**src/rtl/pulse_counter_pkg.sv**
```systemverilog
// constants for the high-speed pulse counter bank: sizes, register map,
// reset values and the fixed wiring of each counter to the fast inputs.
// assumes a 32-bit APB slave with 12 address bits decoded.
package pulse_counter_pkg;
	// ==========================================================
	// sizes
	localparam int NUM_PINS = 8;
	localparam int NUM_CNT = 26;
	localparam int NUM_SGL = 12;
	localparam int FIRST_UD = 12;
	localparam int FIRST_QD = 18;
	localparam int NUM_MON = 14;
	localparam int NUM_QD = 8;
	localparam int CNT_W = 32;
	localparam int ADDR_W = 12;
	localparam logic [3:0] PIN_NONE = 4'hF;

	// ==========================================================
	// register offsets (byte addresses)
	localparam logic [11:0] OFS_ENABLE = 12'h000;
	localparam logic [11:0] OFS_DIR_SEL = 12'h004;
	localparam logic [11:0] OFS_FOURFOLD = 12'h008;
	localparam logic [11:0] OFS_SW_REF = 12'h00C;
	localparam logic [11:0] OFS_DIR_MON = 12'h010;
	localparam logic [11:0] OFS_HW_MODE = 12'h014;
	localparam logic [11:0] OFS_PINS = 12'h018;
	localparam logic [11:0] OFS_COUNT_BASE = 12'h040;
	localparam logic [11:0] OFS_COUNT_END = 12'h0A8;

	// ==========================================================
	// reset values
	localparam logic [25:0] RST_ENABLE = 26'h0000000;
	localparam logic [11:0] RST_DIR_SEL = 12'h000;
	localparam logic [4:0] RST_FOURFOLD = 5'h00;
	localparam logic [25:0] RST_SW_REF = 26'h0000000;
	localparam logic [13:0] RST_DIR_MON = 14'h0000;
	localparam logic [31:0] RST_COUNT = 32'h00000000;

	// counters able to run in hardware mode: indices 0, 1, 12, 18
	localparam logic [25:0] HW_CAPABLE = 26'h0041003;

	// ==========================================================
	// wiring: index 0..11 single input, 12..17 up/down, 18..25 quadrature
	// pin a is the pulse, up or phase a input; pin b is down or phase b
	localparam logic [3:0] CNT_PIN_A [NUM_CNT] = '{
		4'h0, 4'h1, 4'h2, 4'h3, 4'h4, 4'h5, 4'h0, 4'h3, 4'h0, 4'h3, 4'h6, 4'h7,
		4'h0, 4'h0, 4'h3, 4'h0, 4'h3, 4'h3,
		4'h0, 4'h0, 4'h3, 4'h0, 4'h3, 4'h2, 4'h4, 4'h6};
	localparam logic [3:0] CNT_PIN_B [NUM_CNT] = '{
		4'hF, 4'hF, 4'hF, 4'hF, 4'hF, 4'hF, 4'hF, 4'hF, 4'hF, 4'hF, 4'hF, 4'hF,
		4'h1, 4'h1, 4'h4, 4'h1, 4'h4, 4'h4,
		4'h1, 4'h1, 4'h4, 4'h1, 4'h4, 4'h3, 4'h5, 4'h7};
	localparam logic [3:0] CNT_PIN_RST [NUM_CNT] = '{
		4'hF, 4'hF, 4'hF, 4'hF, 4'hF, 4'hF, 4'h2, 4'h5, 4'h2, 4'h5, 4'hF, 4'hF,
		4'hF, 4'h2, 4'h5, 4'h2, 4'h5, 4'hF,
		4'hF, 4'h2, 4'h5, 4'h2, 4'h5, 4'hF, 4'hF, 4'hF};
	localparam logic [3:0] CNT_PIN_START [NUM_CNT] = '{
		4'hF, 4'hF, 4'hF, 4'hF, 4'hF, 4'hF, 4'hF, 4'hF, 4'h6, 4'h7, 4'hF, 4'hF,
		4'hF, 4'hF, 4'hF, 4'h6, 4'h7, 4'hF,
		4'hF, 4'hF, 4'hF, 4'h6, 4'h7, 4'hF, 4'hF, 4'hF};
	// fourfold-select bit used by each quadrature counter
	localparam logic [2:0] QD_FF_SEL [NUM_QD] = '{
		3'h0, 3'h0, 3'h2, 3'h0, 3'h2, 3'h1, 3'h3, 3'h4};
endpackage

```
**src/rtl/pulse_counter_bank.sv**
```systemverilog
// bank of 26 up/down 32-bit pulse counters on eight fast inputs,
// with an APB slave for control, direction monitors and count access.
// assumes the fast inputs are asynchronous pins and the APB master
// runs on sys_clk_i.
//
// Behaviour
// RQ1 - each counter holds a 32-bit up/down count
// RQ2 - counts follow input edges every clock, no scan
// RQ3 - single input counts on rising pulse edge only
// RQ4 - direction bit on counts down, off counts up
// RQ5 - up/down pins step count; monitor off=up, on=down
// RQ6 - quadrature single rate: once per cycle, phase direction
// RQ7 - fourfold mode keeps same direction monitor update
// RQ8 - fourfold counts all edges of both phases
// RQ9 - fourfold bit sharing: 0,2 and 1,3,4
// RQ10 - only four counters may use hardware mode
// RQ11 - source keeps single-phase hardware rate under 50kHz
// RQ12 - source keeps quadrature hardware rate under 30kHz
// RQ13 - summed hardware input rate stays under 80kHz
// RQ14 - compare-referenced counters fall back to software mode
// RQ15 - software mode: 10kHz single, 5kHz quadrature
// RQ16 - zone compare: 5kHz single, 4kHz quadrature
// RQ17 - software summed rate 80, 30 or 20kHz
// RQ18 - each fast input serves only one function (not enforced: every enabled counter wired to a pin uses it at once)
// RQ19 - reset pin clears count; start pin gates counting
// RQ20 - inputs synchronised and edge detected before counting
//
// Chosen here: the placing of the registers and the APB register port.
`timescale 1ns/1ps
module pulse_counter_bank
	import pulse_counter_pkg::*;
(
	input wire logic sys_clk_i,
	input wire logic rst_i,
	input wire logic [7:0] fast_input_points_i,
	input wire logic psel_i,
	input wire logic penable_i,
	input wire logic pwrite_i,
	input wire logic [11:0] paddr_i,
	input wire logic [31:0] pwdata_i,
	output logic [31:0] prdata_o,
	output logic pready_o,
	output logic pslverr_o
);

	// ==========================================================
	// input synchroniser and edge history
	logic [7:0] pin_s1_q;
	logic [7:0] pin_s2_q;
	logic [7:0] pin_prev_q;
	logic [7:0] pin_s1_d;
	logic [7:0] pin_s2_d;
	logic [7:0] pin_prev_d;

	// two stages against metastability, a third for edge detection;
	// only the second stage reads the first, so no logic sees a metastable bit
	always_comb
	begin
		pin_s1_d = fast_input_points_i; // RQ20
		pin_s2_d = pin_s1_q; // RQ20
		pin_prev_d = pin_s2_q; // RQ20
	end

	// synchroniser registers, cleared to the idle pin level
	always_ff @(posedge sys_clk_i or posedge rst_i)
	begin
		if (rst_i)
		begin
			pin_s1_q <= 8'h00;
			pin_s2_q <= 8'h00;
			pin_prev_q <= 8'h00;
		end
		else
		begin
			pin_s1_q <= pin_s1_d;
			pin_s2_q <= pin_s2_d;
			pin_prev_q <= pin_prev_d;
		end
	end

	// pick one pin; a missing pin reads as low
	function automatic logic pin_at(input logic [7:0] v, input logic [3:0] code);
		if (code == PIN_NONE)
			return 1'b0;
		return v[code[2:0]];
	endfunction

	// ==========================================================
	// apb slave state
	logic [25:0] enable_q;
	logic [25:0] enable_d;
	logic [11:0] dir_sel_q;
	logic [11:0] dir_sel_d;
	logic [4:0] fourfold_q;
	logic [4:0] fourfold_d;
	logic [25:0] sw_ref_q;
	logic [25:0] sw_ref_d;
	logic [31:0] prdata_d;
	logic pready_d;
	logic pslverr_d;
	logic [25:0] hw_mode;
	logic cnt_hit;
	logic [11:0] cnt_off;
	logic [4:0] cnt_idx;
	logic wr_go;
	logic [31:0] rd_val;
	logic rd_err;
	logic cnt_ok;

	// a referenced counter loses hardware mode even if capable
	assign hw_mode = enable_q & HW_CAPABLE & ~sw_ref_q; // RQ10 RQ14
	assign cnt_hit = (paddr_i >= OFS_COUNT_BASE) && (paddr_i < OFS_COUNT_END);
	assign cnt_off = paddr_i - OFS_COUNT_BASE;
	assign cnt_idx = cnt_off[6:2];
	// unaligned count places are refused and must never load a count
	assign cnt_ok = cnt_hit && (paddr_i[1:0] == 2'h0);
	// writes land only on the edge where the master sees pready high
	assign wr_go = psel_i && penable_i && pready_o && pwrite_i;

	// ==========================================================
	// counter state
	logic [31:0] cnt_q [NUM_CNT];
	logic [31:0] cnt_d [NUM_CNT];
	logic [13:0] mon_q;
	logic [13:0] mon_d;
	logic a_now;
	logic a_old;
	logic b_now;
	logic b_old;
	logic up;
	logic dn;
	logic x4;
	logic run;
	logic clr;

	// read mux, answers zero with an error on unmapped words
	always_comb
	begin
		rd_val = 32'h00000000;
		rd_err = 1'b0;
		case (paddr_i)
			OFS_ENABLE: rd_val = {6'h00, enable_q};
			OFS_DIR_SEL: rd_val = {20'h00000, dir_sel_q};
			OFS_FOURFOLD: rd_val = {27'h0000000, fourfold_q};
			OFS_SW_REF: rd_val = {6'h00, sw_ref_q};
			OFS_DIR_MON: rd_val = {18'h00000, mon_q};
			OFS_HW_MODE: rd_val = {6'h00, hw_mode};
			OFS_PINS: rd_val = {24'h000000, pin_s2_q};
			default:
			begin
				if (cnt_ok)
					rd_val = cnt_q[cnt_idx];
				else
					rd_err = 1'b1;
			end
		endcase
	end

	// next state of the bus side; one wait state before pready
	always_comb
	begin
		enable_d = enable_q;
		dir_sel_d = dir_sel_q;
		fourfold_d = fourfold_q;
		sw_ref_d = sw_ref_q;
		pready_d = psel_i && penable_i && !pready_o;
		prdata_d = prdata_o;
		pslverr_d = 1'b0;
		if (psel_i && penable_i && !pready_o)
		begin
			prdata_d = pwrite_i ? 32'h00000000 : rd_val;
			pslverr_d = rd_err;
		end
		if (wr_go)
		begin
			case (paddr_i)
				OFS_ENABLE: enable_d = pwdata_i[25:0];
				OFS_DIR_SEL: dir_sel_d = pwdata_i[11:0]; // RQ4
				OFS_FOURFOLD: fourfold_d = pwdata_i[4:0]; // RQ9
				OFS_SW_REF: sw_ref_d = pwdata_i[25:0]; // RQ14
				default: enable_d = enable_q;
			endcase
		end
	end

	// bus side registers
	always_ff @(posedge sys_clk_i or posedge rst_i)
	begin
		if (rst_i)
		begin
			enable_q <= RST_ENABLE;
			dir_sel_q <= RST_DIR_SEL;
			fourfold_q <= RST_FOURFOLD;
			sw_ref_q <= RST_SW_REF;
			prdata_o <= 32'h00000000;
			pready_o <= 1'b0;
			pslverr_o <= 1'b0;
		end
		else
		begin
			enable_q <= enable_d;
			dir_sel_q <= dir_sel_d;
			fourfold_q <= fourfold_d;
			sw_ref_q <= sw_ref_d;
			prdata_o <= prdata_d;
			pready_o <= pready_d;
			pslverr_o <= pslverr_d;
		end
	end

	// ==========================================================
	// counting: every clock, independent of software polling
	// priority is reset pin, then a bus load, then a count step
	always_comb
	begin
		a_now = 1'b0;
		a_old = 1'b0;
		b_now = 1'b0;
		b_old = 1'b0;
		up = 1'b0;
		dn = 1'b0;
		x4 = 1'b0;
		run = 1'b0;
		clr = 1'b0;
		mon_d = mon_q;
		for (int i = 0; i < NUM_CNT; i++)
		begin
			cnt_d[i] = cnt_q[i];
			a_now = pin_at(pin_s2_q, CNT_PIN_A[i]);
			a_old = pin_at(pin_prev_q, CNT_PIN_A[i]);
			b_now = pin_at(pin_s2_q, CNT_PIN_B[i]);
			b_old = pin_at(pin_prev_q, CNT_PIN_B[i]);
			up = 1'b0;
			dn = 1'b0;
			x4 = 1'b0;
			if (i < FIRST_UD)
			begin
				// single input: rising edge only, direction from its bit
				up = a_now && !a_old && !dir_sel_q[(i < NUM_SGL) ? i : 0]; // RQ3 RQ4
				dn = a_now && !a_old && dir_sel_q[(i < NUM_SGL) ? i : 0]; // RQ3 RQ4
			end
			else if (i < FIRST_QD)
			begin
				// simultaneous up and down edges cancel out
				up = a_now && !a_old && !(b_now && !b_old); // RQ5
				dn = b_now && !b_old && !(a_now && !a_old); // RQ5
			end
			else
			begin
				x4 = fourfold_q[QD_FF_SEL[(i >= FIRST_QD) ? i - FIRST_QD : 0]]; // RQ9
				if (x4)
				begin
					// a change on both phases at once is ambiguous, dropped
					if ((a_now != a_old) && (b_now == b_old))
					begin
						up = (a_now != b_now); // RQ8
						dn = (a_now == b_now); // RQ8
					end
					else if ((b_now != b_old) && (a_now == a_old))
					begin
						up = (a_now == b_now); // RQ8
						dn = (a_now != b_now); // RQ8
					end
				end
				else
				begin
					// phase a leading means b still low at a's rise
					up = a_now && !a_old && !b_now; // RQ6
					dn = a_now && !a_old && b_now; // RQ6
				end
			end
			run = enable_q[i] && ((CNT_PIN_START[i] == PIN_NONE)
				|| pin_at(pin_s2_q, CNT_PIN_START[i])); // RQ19
			clr = pin_at(pin_s2_q, CNT_PIN_RST[i]); // RQ19
			if (clr)
				cnt_d[i] = RST_COUNT; // RQ19
			else if (wr_go && cnt_ok && (cnt_idx == i[4:0]))
				cnt_d[i] = pwdata_i;
			else if (run && up)
				cnt_d[i] = cnt_q[i] + 32'h00000001; // RQ1 RQ2
			else if (run && dn)
				cnt_d[i] = cnt_q[i] - 32'h00000001; // RQ1 RQ2
			// monitor follows the last direction seen while running, even when the reset pin or a bus load wins
			if ((i >= FIRST_UD) && run && (up || dn))
				mon_d[(i >= FIRST_UD) ? i - FIRST_UD : 0] = dn; // RQ5 RQ6 RQ7
		end
	end

	// counter registers
	always_ff @(posedge sys_clk_i or posedge rst_i)
	begin
		if (rst_i)
		begin
			mon_q <= RST_DIR_MON;
			for (int i = 0; i < NUM_CNT; i++)
				cnt_q[i] <= RST_COUNT;
		end
		else
		begin
			mon_q <= mon_d;
			for (int i = 0; i < NUM_CNT; i++)
				cnt_q[i] <= cnt_d[i];
		end
	end

endmodule

```
**config.mk**
```make
export PLATFORM = sky130hd
export DESIGN_NAME = pulse_counter_bank
export DESIGN_NICKNAME = d
export VERILOG_FILES = /design/src/rtl/pulse_counter_pkg.sv /design/src/rtl/pulse_counter_bank.sv
export SDC_FILE = /design/constraint.sdc
export NUM_CORES = 2
export LEC_CHECK = 0
export BUFFER_PORTS_ARGS = -buffer_cell sky130_fd_sc_hd__buf_2
export CAP_MARGIN = 20
export CORE_ASPECT_RATIO = 1.2
export CORE_UTILIZATION = 45
export CTS_BUF_LIST = sky130_fd_sc_hd__clkbuf_16
export CTS_CLUSTER_DIAMETER = 200
export DETAILED_ROUTE_END_ITERATION = 7
export HOLD_SLACK_MARGIN = 0.12
export PLACE_DENSITY = 0.64
export SYNTH_ARGS = -nofsm -noshare
export SYNTH_HDL_FRONTEND = slang
export SYNTH_SLANG_ARGS = --single-unit
```
**constraint.sdc**
```tcl
create_clock -name sys_clk_i -period 82.3 [get_ports sys_clk_i]
set_input_delay 8.23 -clock sys_clk_i [delete_from_list [all_inputs] [get_ports sys_clk_i]]
set_output_delay 8.23 -clock sys_clk_i [all_outputs]
set_load 0.005 [all_outputs]
```
Word-level counts from Yosys, hierarchy flattened:

Index checks and enable logic that the tools add are counted.
Widths: inputs -> output; s select.

* flip-flop bits (word level): 973
* input bits: 57
* output and inout bits: 34
* logic and storage cells: 527

* add/sub/neg operators: 53
* magnitude comparators: 3
* equality and inequality tests: 57
* mux-type cells: 129
* bitwise operators: 3
* reduce and logical (&&, ||, !) cells: 232

Operators with widths (count)
* $mux 32: 94
* $add 32x1->32 const B: 26
* $sub 32x1->32 const B: 26
* $pmux 32 s7: 1
* $logic_and 1x1->1: 161
* $bmux 32 s5: 1
* $eq 5x5->1 const B: 10
* $reduce_bool 4->1: 12
* $reduce_bool 3->1: 14
* $eq 5x4->1 const B: 8
* $eq 12x5->1 const B: 3
* $mux 1: 33
* $logic_not 1->1: 30
* $and 19x26->26: 1
* $not 26->26: 1
* $eq 12x4->1 const B: 2
* $eq 5x3->1 const B: 4
* $eq 1x1->1: 13
* $ne 1x1->1: 13
* $eq 12x3->1 const B: 1
* $ge 12x7->1 const B: 1
* $logic_not 12->1: 1
* $lt 12x8->1 const B: 1
* $eq 5x2->1 const B: 2
* 9 further kinds: 18

Longest topological paths before layout:

* depth in word-level cells: 10
* gate-level depth with buffers: 22

Worst setup path after synthesis:

Ideal clock, no wire load.

* kind: in2reg
* start: input port paddr_i[3]
* end: register prdata_o[5]
* arrival: 10.577 ns
* data required time: 82.167 ns
* setup slack: 71.590 ns
* stages on the path: 9
* path through: clkbuf_1 > buf_2 > buf_1 > mux4_2 > mux4_2 > nand2_1 > o21ai_0 > a21oi_1 > o21ai_0

* longest elaborated chain between the ends: 8
* elaborated cells on any way between the ends: 19
* those cells by class: add/sub (1); order compare (2); eq/ne (6); mux (6); bitwise (1); reduce/logical (3)

RTL lines
* from (decl): RTL line pulse_counter_bank.sv:39 `input wire logic [11:0] paddr_i,`
* $sub 7x7->7: RTL line pulse_counter_bank.sv:113 `assign cnt_off = paddr_i - OFS_COUNT_BASE;`
* $not 5->6 (not written as such): RTL line pulse_counter_bank.sv:152 `rd_val = cnt_q[cnt_idx];`
* $bmux 32 s5: RTL line pulse_counter_bank.sv:152
* $mux 32 (not written as such) (2 in series): RTL line pulse_counter_bank.sv:152
* $mux 32: RTL line pulse_counter_bank.sv:151 `if (cnt_ok)`
* $pmux 32 s7 (*): RTL line pulse_counter_bank.sv:141 `case (paddr_i)`
* $mux 32 (*): RTL line pulse_counter_bank.sv:171 `prdata_d = pwrite_i ? 32'h00000000 : rd_val;`
* to (signal assigned): RTL line pulse_counter_bank.sv:205 `prdata_o <= prdata_d;`
* to (decl): RTL line pulse_counter_bank.sv:41 `output logic [31:0] prdata_o,`

Mark *: on every way between the ends. The rest lies on a longest branch, timed or not. The select of a mux whose other input is x is not followed.
A chain may end at the register's enable or synchronous reset.

==> flow_metrics.py <==
metrics = {
    "status": {
        "status": "complete, but fails checks",
        "violations": "DRC",
    },
    "placed_design": {
        "io_buffers": 90,
        "globalplace.congestion": 1.03,
        "hpwl_um": 246000,
        "placed_area_um2": 91400,
    },
    "clock_network": {
        "root_buffer": "clkbuf_16",
        "htreeDepth": 3,
        "clock_path_buffers": 3,
        "holdBufCountCts": 0,
        "cts_resized": 0,
        "cts_buffers": 117,
        "path_clk_slew_ns": 0.06,
        "cts.sinks": 973,
        "clkLatencyLatePin_ns": 0.80,
        "cts_tree": "built",
        "cts_setup_buffers": 0,
    },
    "sta": {
        "rsz0062_at_grt": "false",
        "final.min_clock_period_ns": 11.68,
        "setup_violations": 0,
        "fmax_mhz": 85.6,
        "report.final.slew_viol_count": 0,
        "finalHoldViolCount": 0,
        "period_share": 0.142,
        "finClkSkew_ns": 0.0561,
        "setup_tns_ns": 0,
        "worstMarginPinSlew_ns": 1.13,
        "relSlewSlack": 0.245,
        "fin_hold_ws_ns": 0.347,
    },
    "power_and_ir_drop": {
        "power.density_nw_per_um2": 13.7,
        "ir_drop_uv": 21.0,
        "p_leak_nw": 40.6,
        "total_power_w": 0.00131,
    },
    "floorplan": {
        "coreArea_um2": 194000,
        "die_x_um": 406,
        "num_rows": 177,
        "dieHeight_um": 487,
        "io_pins": 91,
        "initial_utilization": 0.454,
        "dieArea_um2": 198000,
    },
    "setup_path": {
        "start_kind": "primary input",
        "worst-path-stages": 6,
        "r2r_cells": 18,
        "crit_top_cell": "buf_4",
        "crit_path_max_incr_delay_ns": 0.89,
        "arrival_ns": 12.44,
        "endpoint_kind": "async pin",
        "critPathTopFamily": "buffers and inverters",
        "path_max_fanout": 116,
        "path_cells": "buf_2 > inv_8 > buf_4 > buf_4 > buf_4 > buf_4",
        "cpMaxStageDelayCell": "buf_4",
        "required_ns": 83.06,
        "crit_type": "in -> async",
        "crit_buf_inv": 6,
    },
    "route": {
        "drt_iter0_drc": 8764,
        "routedWlPerCell_um": 26.3,
        "dr.pass1.iters": 8,
        "vias": 84200,
        "routed_wl_um": 346000,
        "drcViolationCount": 1,
        "viasPerCell": 6.41,
        "drtAntennaViolNets": 0,
    },
    "synthesis": {
        "synth_ff_type": "dfrtp_1",
        "synthCells": 10600,
        "ys_seq_elements": 973,
        "synthArstFlopShare": 1.00,
        "syn_avg_cell_area_um2": 8.30,
        "synth_cell_types": 97,
        "syn_nets": 11500,
        "yosysSeqAreaShare": 0.276,
        "yosys_warnings": 0,
        "synth_area_um2": 88300,
        "synth_edf_count": 0,
    },
    "global_route": {
        "track_usage": 0.342,
        "grt_pass1_wl_um": 509000,
        "antenna_found_initial": 31,
        "grt-ovfl-total": 0,
        "grt_pass1_vias": 78600,
        "grt_max_degree": 117,
    },
    "cells_and_area": {
        "fin_nets": 11300,
        "drive_gt1_frac": 0.0834,
        "finalInstanceArea_um2": 95300,
        "syn2layout_area_growth_pct": 7.97,
        "fin_util": 0.490,
    },
    "worst_hold_path": {
        "hold_path_depth": 0,
        "hold_path_class": "reg -> reg",
    },
    "flow_run": {
        "max_cap_violations": 0,
    },
}
[flip-flops by register name, summed over array words and instances (netlist names)]
name / flops
cnt_q: 832
dir_sel_q: 12
enable_q: 26
fourfold_q: 5
mon_q: 14
pin_prev_d: 8
pin_prev_q: 8
pin_s1_q: 8
prdata_o: 32
pready_o: 1
pslverr_o: 1
sw_ref_q: 26
[layout make-up]
type                       count  area [um2]
timing repair buffer         263        1940
clock inverter                97         747
clock buffer                 120        3000
inverter                     261         987
antenna                        9        22.5
multi-input combinational   8824       61000
fill                       18700       99100
tap                         2595        3250
sequential                   973       24400
[cell usage after synthesis (all sizes together) (17+ instances only)]
library cell / number / area share
dfrtp: 973 / 0.28
and3: 82 / 0.0058
o221ai: 17 / 0.0017
and4: 19 / 0.0019
a31oi: 104 / 0.0074
a21o: 331 / 0.028
mux4: 224 / 0.057
or3: 74 / 0.0052
mux2: 90 / 0.011
ha: 820 / 0.12
nand4: 62 / 0.0044
xor2: 268 / 0.027
a22oi: 36 / 0.0031
a211o: 28 / 0.0028
o211ai: 72 / 0.0061
clkbuf: 491 / 0.021
nor2: 1097 / 0.047
and2: 47 / 0.0033
or2: 30 / 0.0021
nor2b: 110 / 0.0078
xnor2: 423 / 0.042
o31ai: 49 / 0.0044
mux2i: 83 / 0.0094
a221oi: 45 / 0.0046
o21ai: 841 / 0.048
nor3: 173 / 0.0099
a21boi: 21 / 0.0018
a41oi: 18 / 0.0019
a21oi: 1181 / 0.067
o21a: 86 / 0.0073
nand2b: 132 / 0.0094
nand3: 189 / 0.011
a2111oi: 36 / 0.0040
buf: 84 / 0.0041
inv: 261 / 0.011
o41ai: 19 / 0.0022
a311oi: 192 / 0.019
fa: 26 / 0.0059
nand2: 1263 / 0.054
a211oi: 172 / 0.015
nor3b: 19 / 0.0016
nor4: 21 / 0.0016
o21bai: 109 / 0.0093
[where the power goes]
part	total, W	switching, W	internal, W
Combinational	0.000263	0.000167	0.0000962
Sequential	0.000512	0.0000190	0.000493
Clock	0.000531	0.000235	0.000296
Total	0.00131	0.000421	0.000885
[worst paths after layout]
| path | from | endpoint | slack, ns |
|---|---|---|---|
| worst max-delay path | rst_i | cnt_q[514]$_DFFE_PP0P_ | 70.62 |
| worst min-delay path | pin_s1_q[5]$_DFF_PP0_ | pin_prev_d[5]$_DFF_PP0_ | 0.35 |
| worst max register to register | pin_prev_d[3]$_DFF_PP0_ | cnt_q[191]$_DFFE_PP0P_ | 75.86 |
| worst min register to register | pin_s1_q[5]$_DFF_PP0_ | pin_prev_d[5]$_DFF_PP0_ | 0.35 |
| max in group sys_clk_i | paddr_i[3] | cnt_q[599]$_DFFE_PP0P_ | 70.88 |
| min in group asynchronous | rst_i | cnt_q[138]$_DFFE_PP0P_ | 7.57 |
[stage by stage]
step	instances	worst slack, ns
global placement	12900	69.74
CTS	13100	70.48
floorplan	10600	46.70
detailed placement	12900	69.64
global route	13100	69.98
finish	13100	70.62
[cells in the final DEF, fill, tap and decap left out, drive strengths merged, types with 173 or more instances in the layout]
cell / n
xor2: 268
nor2: 1097
dfrtp: 973
nand3: 189
o21ai: 841
ha: 820
a21oi: 1181
buf: 262
a21o: 331
xnor2: 423
mux4: 224
nand2: 1263
inv: 285
a311oi: 192
nor3: 173
[cell families after synthesis]
family	Yosys count	share of synthesized area
compound gates	3532	0.252
xor+xnor	691	0.0685
fa+ha+maj	846	0.122
buf+inv	836	0.0360
flops	973	0.276
mux	397	0.0780
simple gates	3358	0.168
[routing by layer]
| layer | global-route usage | vias up | share of wire |
|---|---|---|---|
| met5 | 0 | - | 0.00034 |
| met4 | 0.214 | 18 | 0.071 |
| met3 | 0.0747 | 809 | 0.095 |
| met2 | 0.531 | 3580 | 0.44 |
| met1 | 0.429 | 41100 | 0.39 |
| li1 | - | 38700 | - |
(Power assumes the default switching activity.)
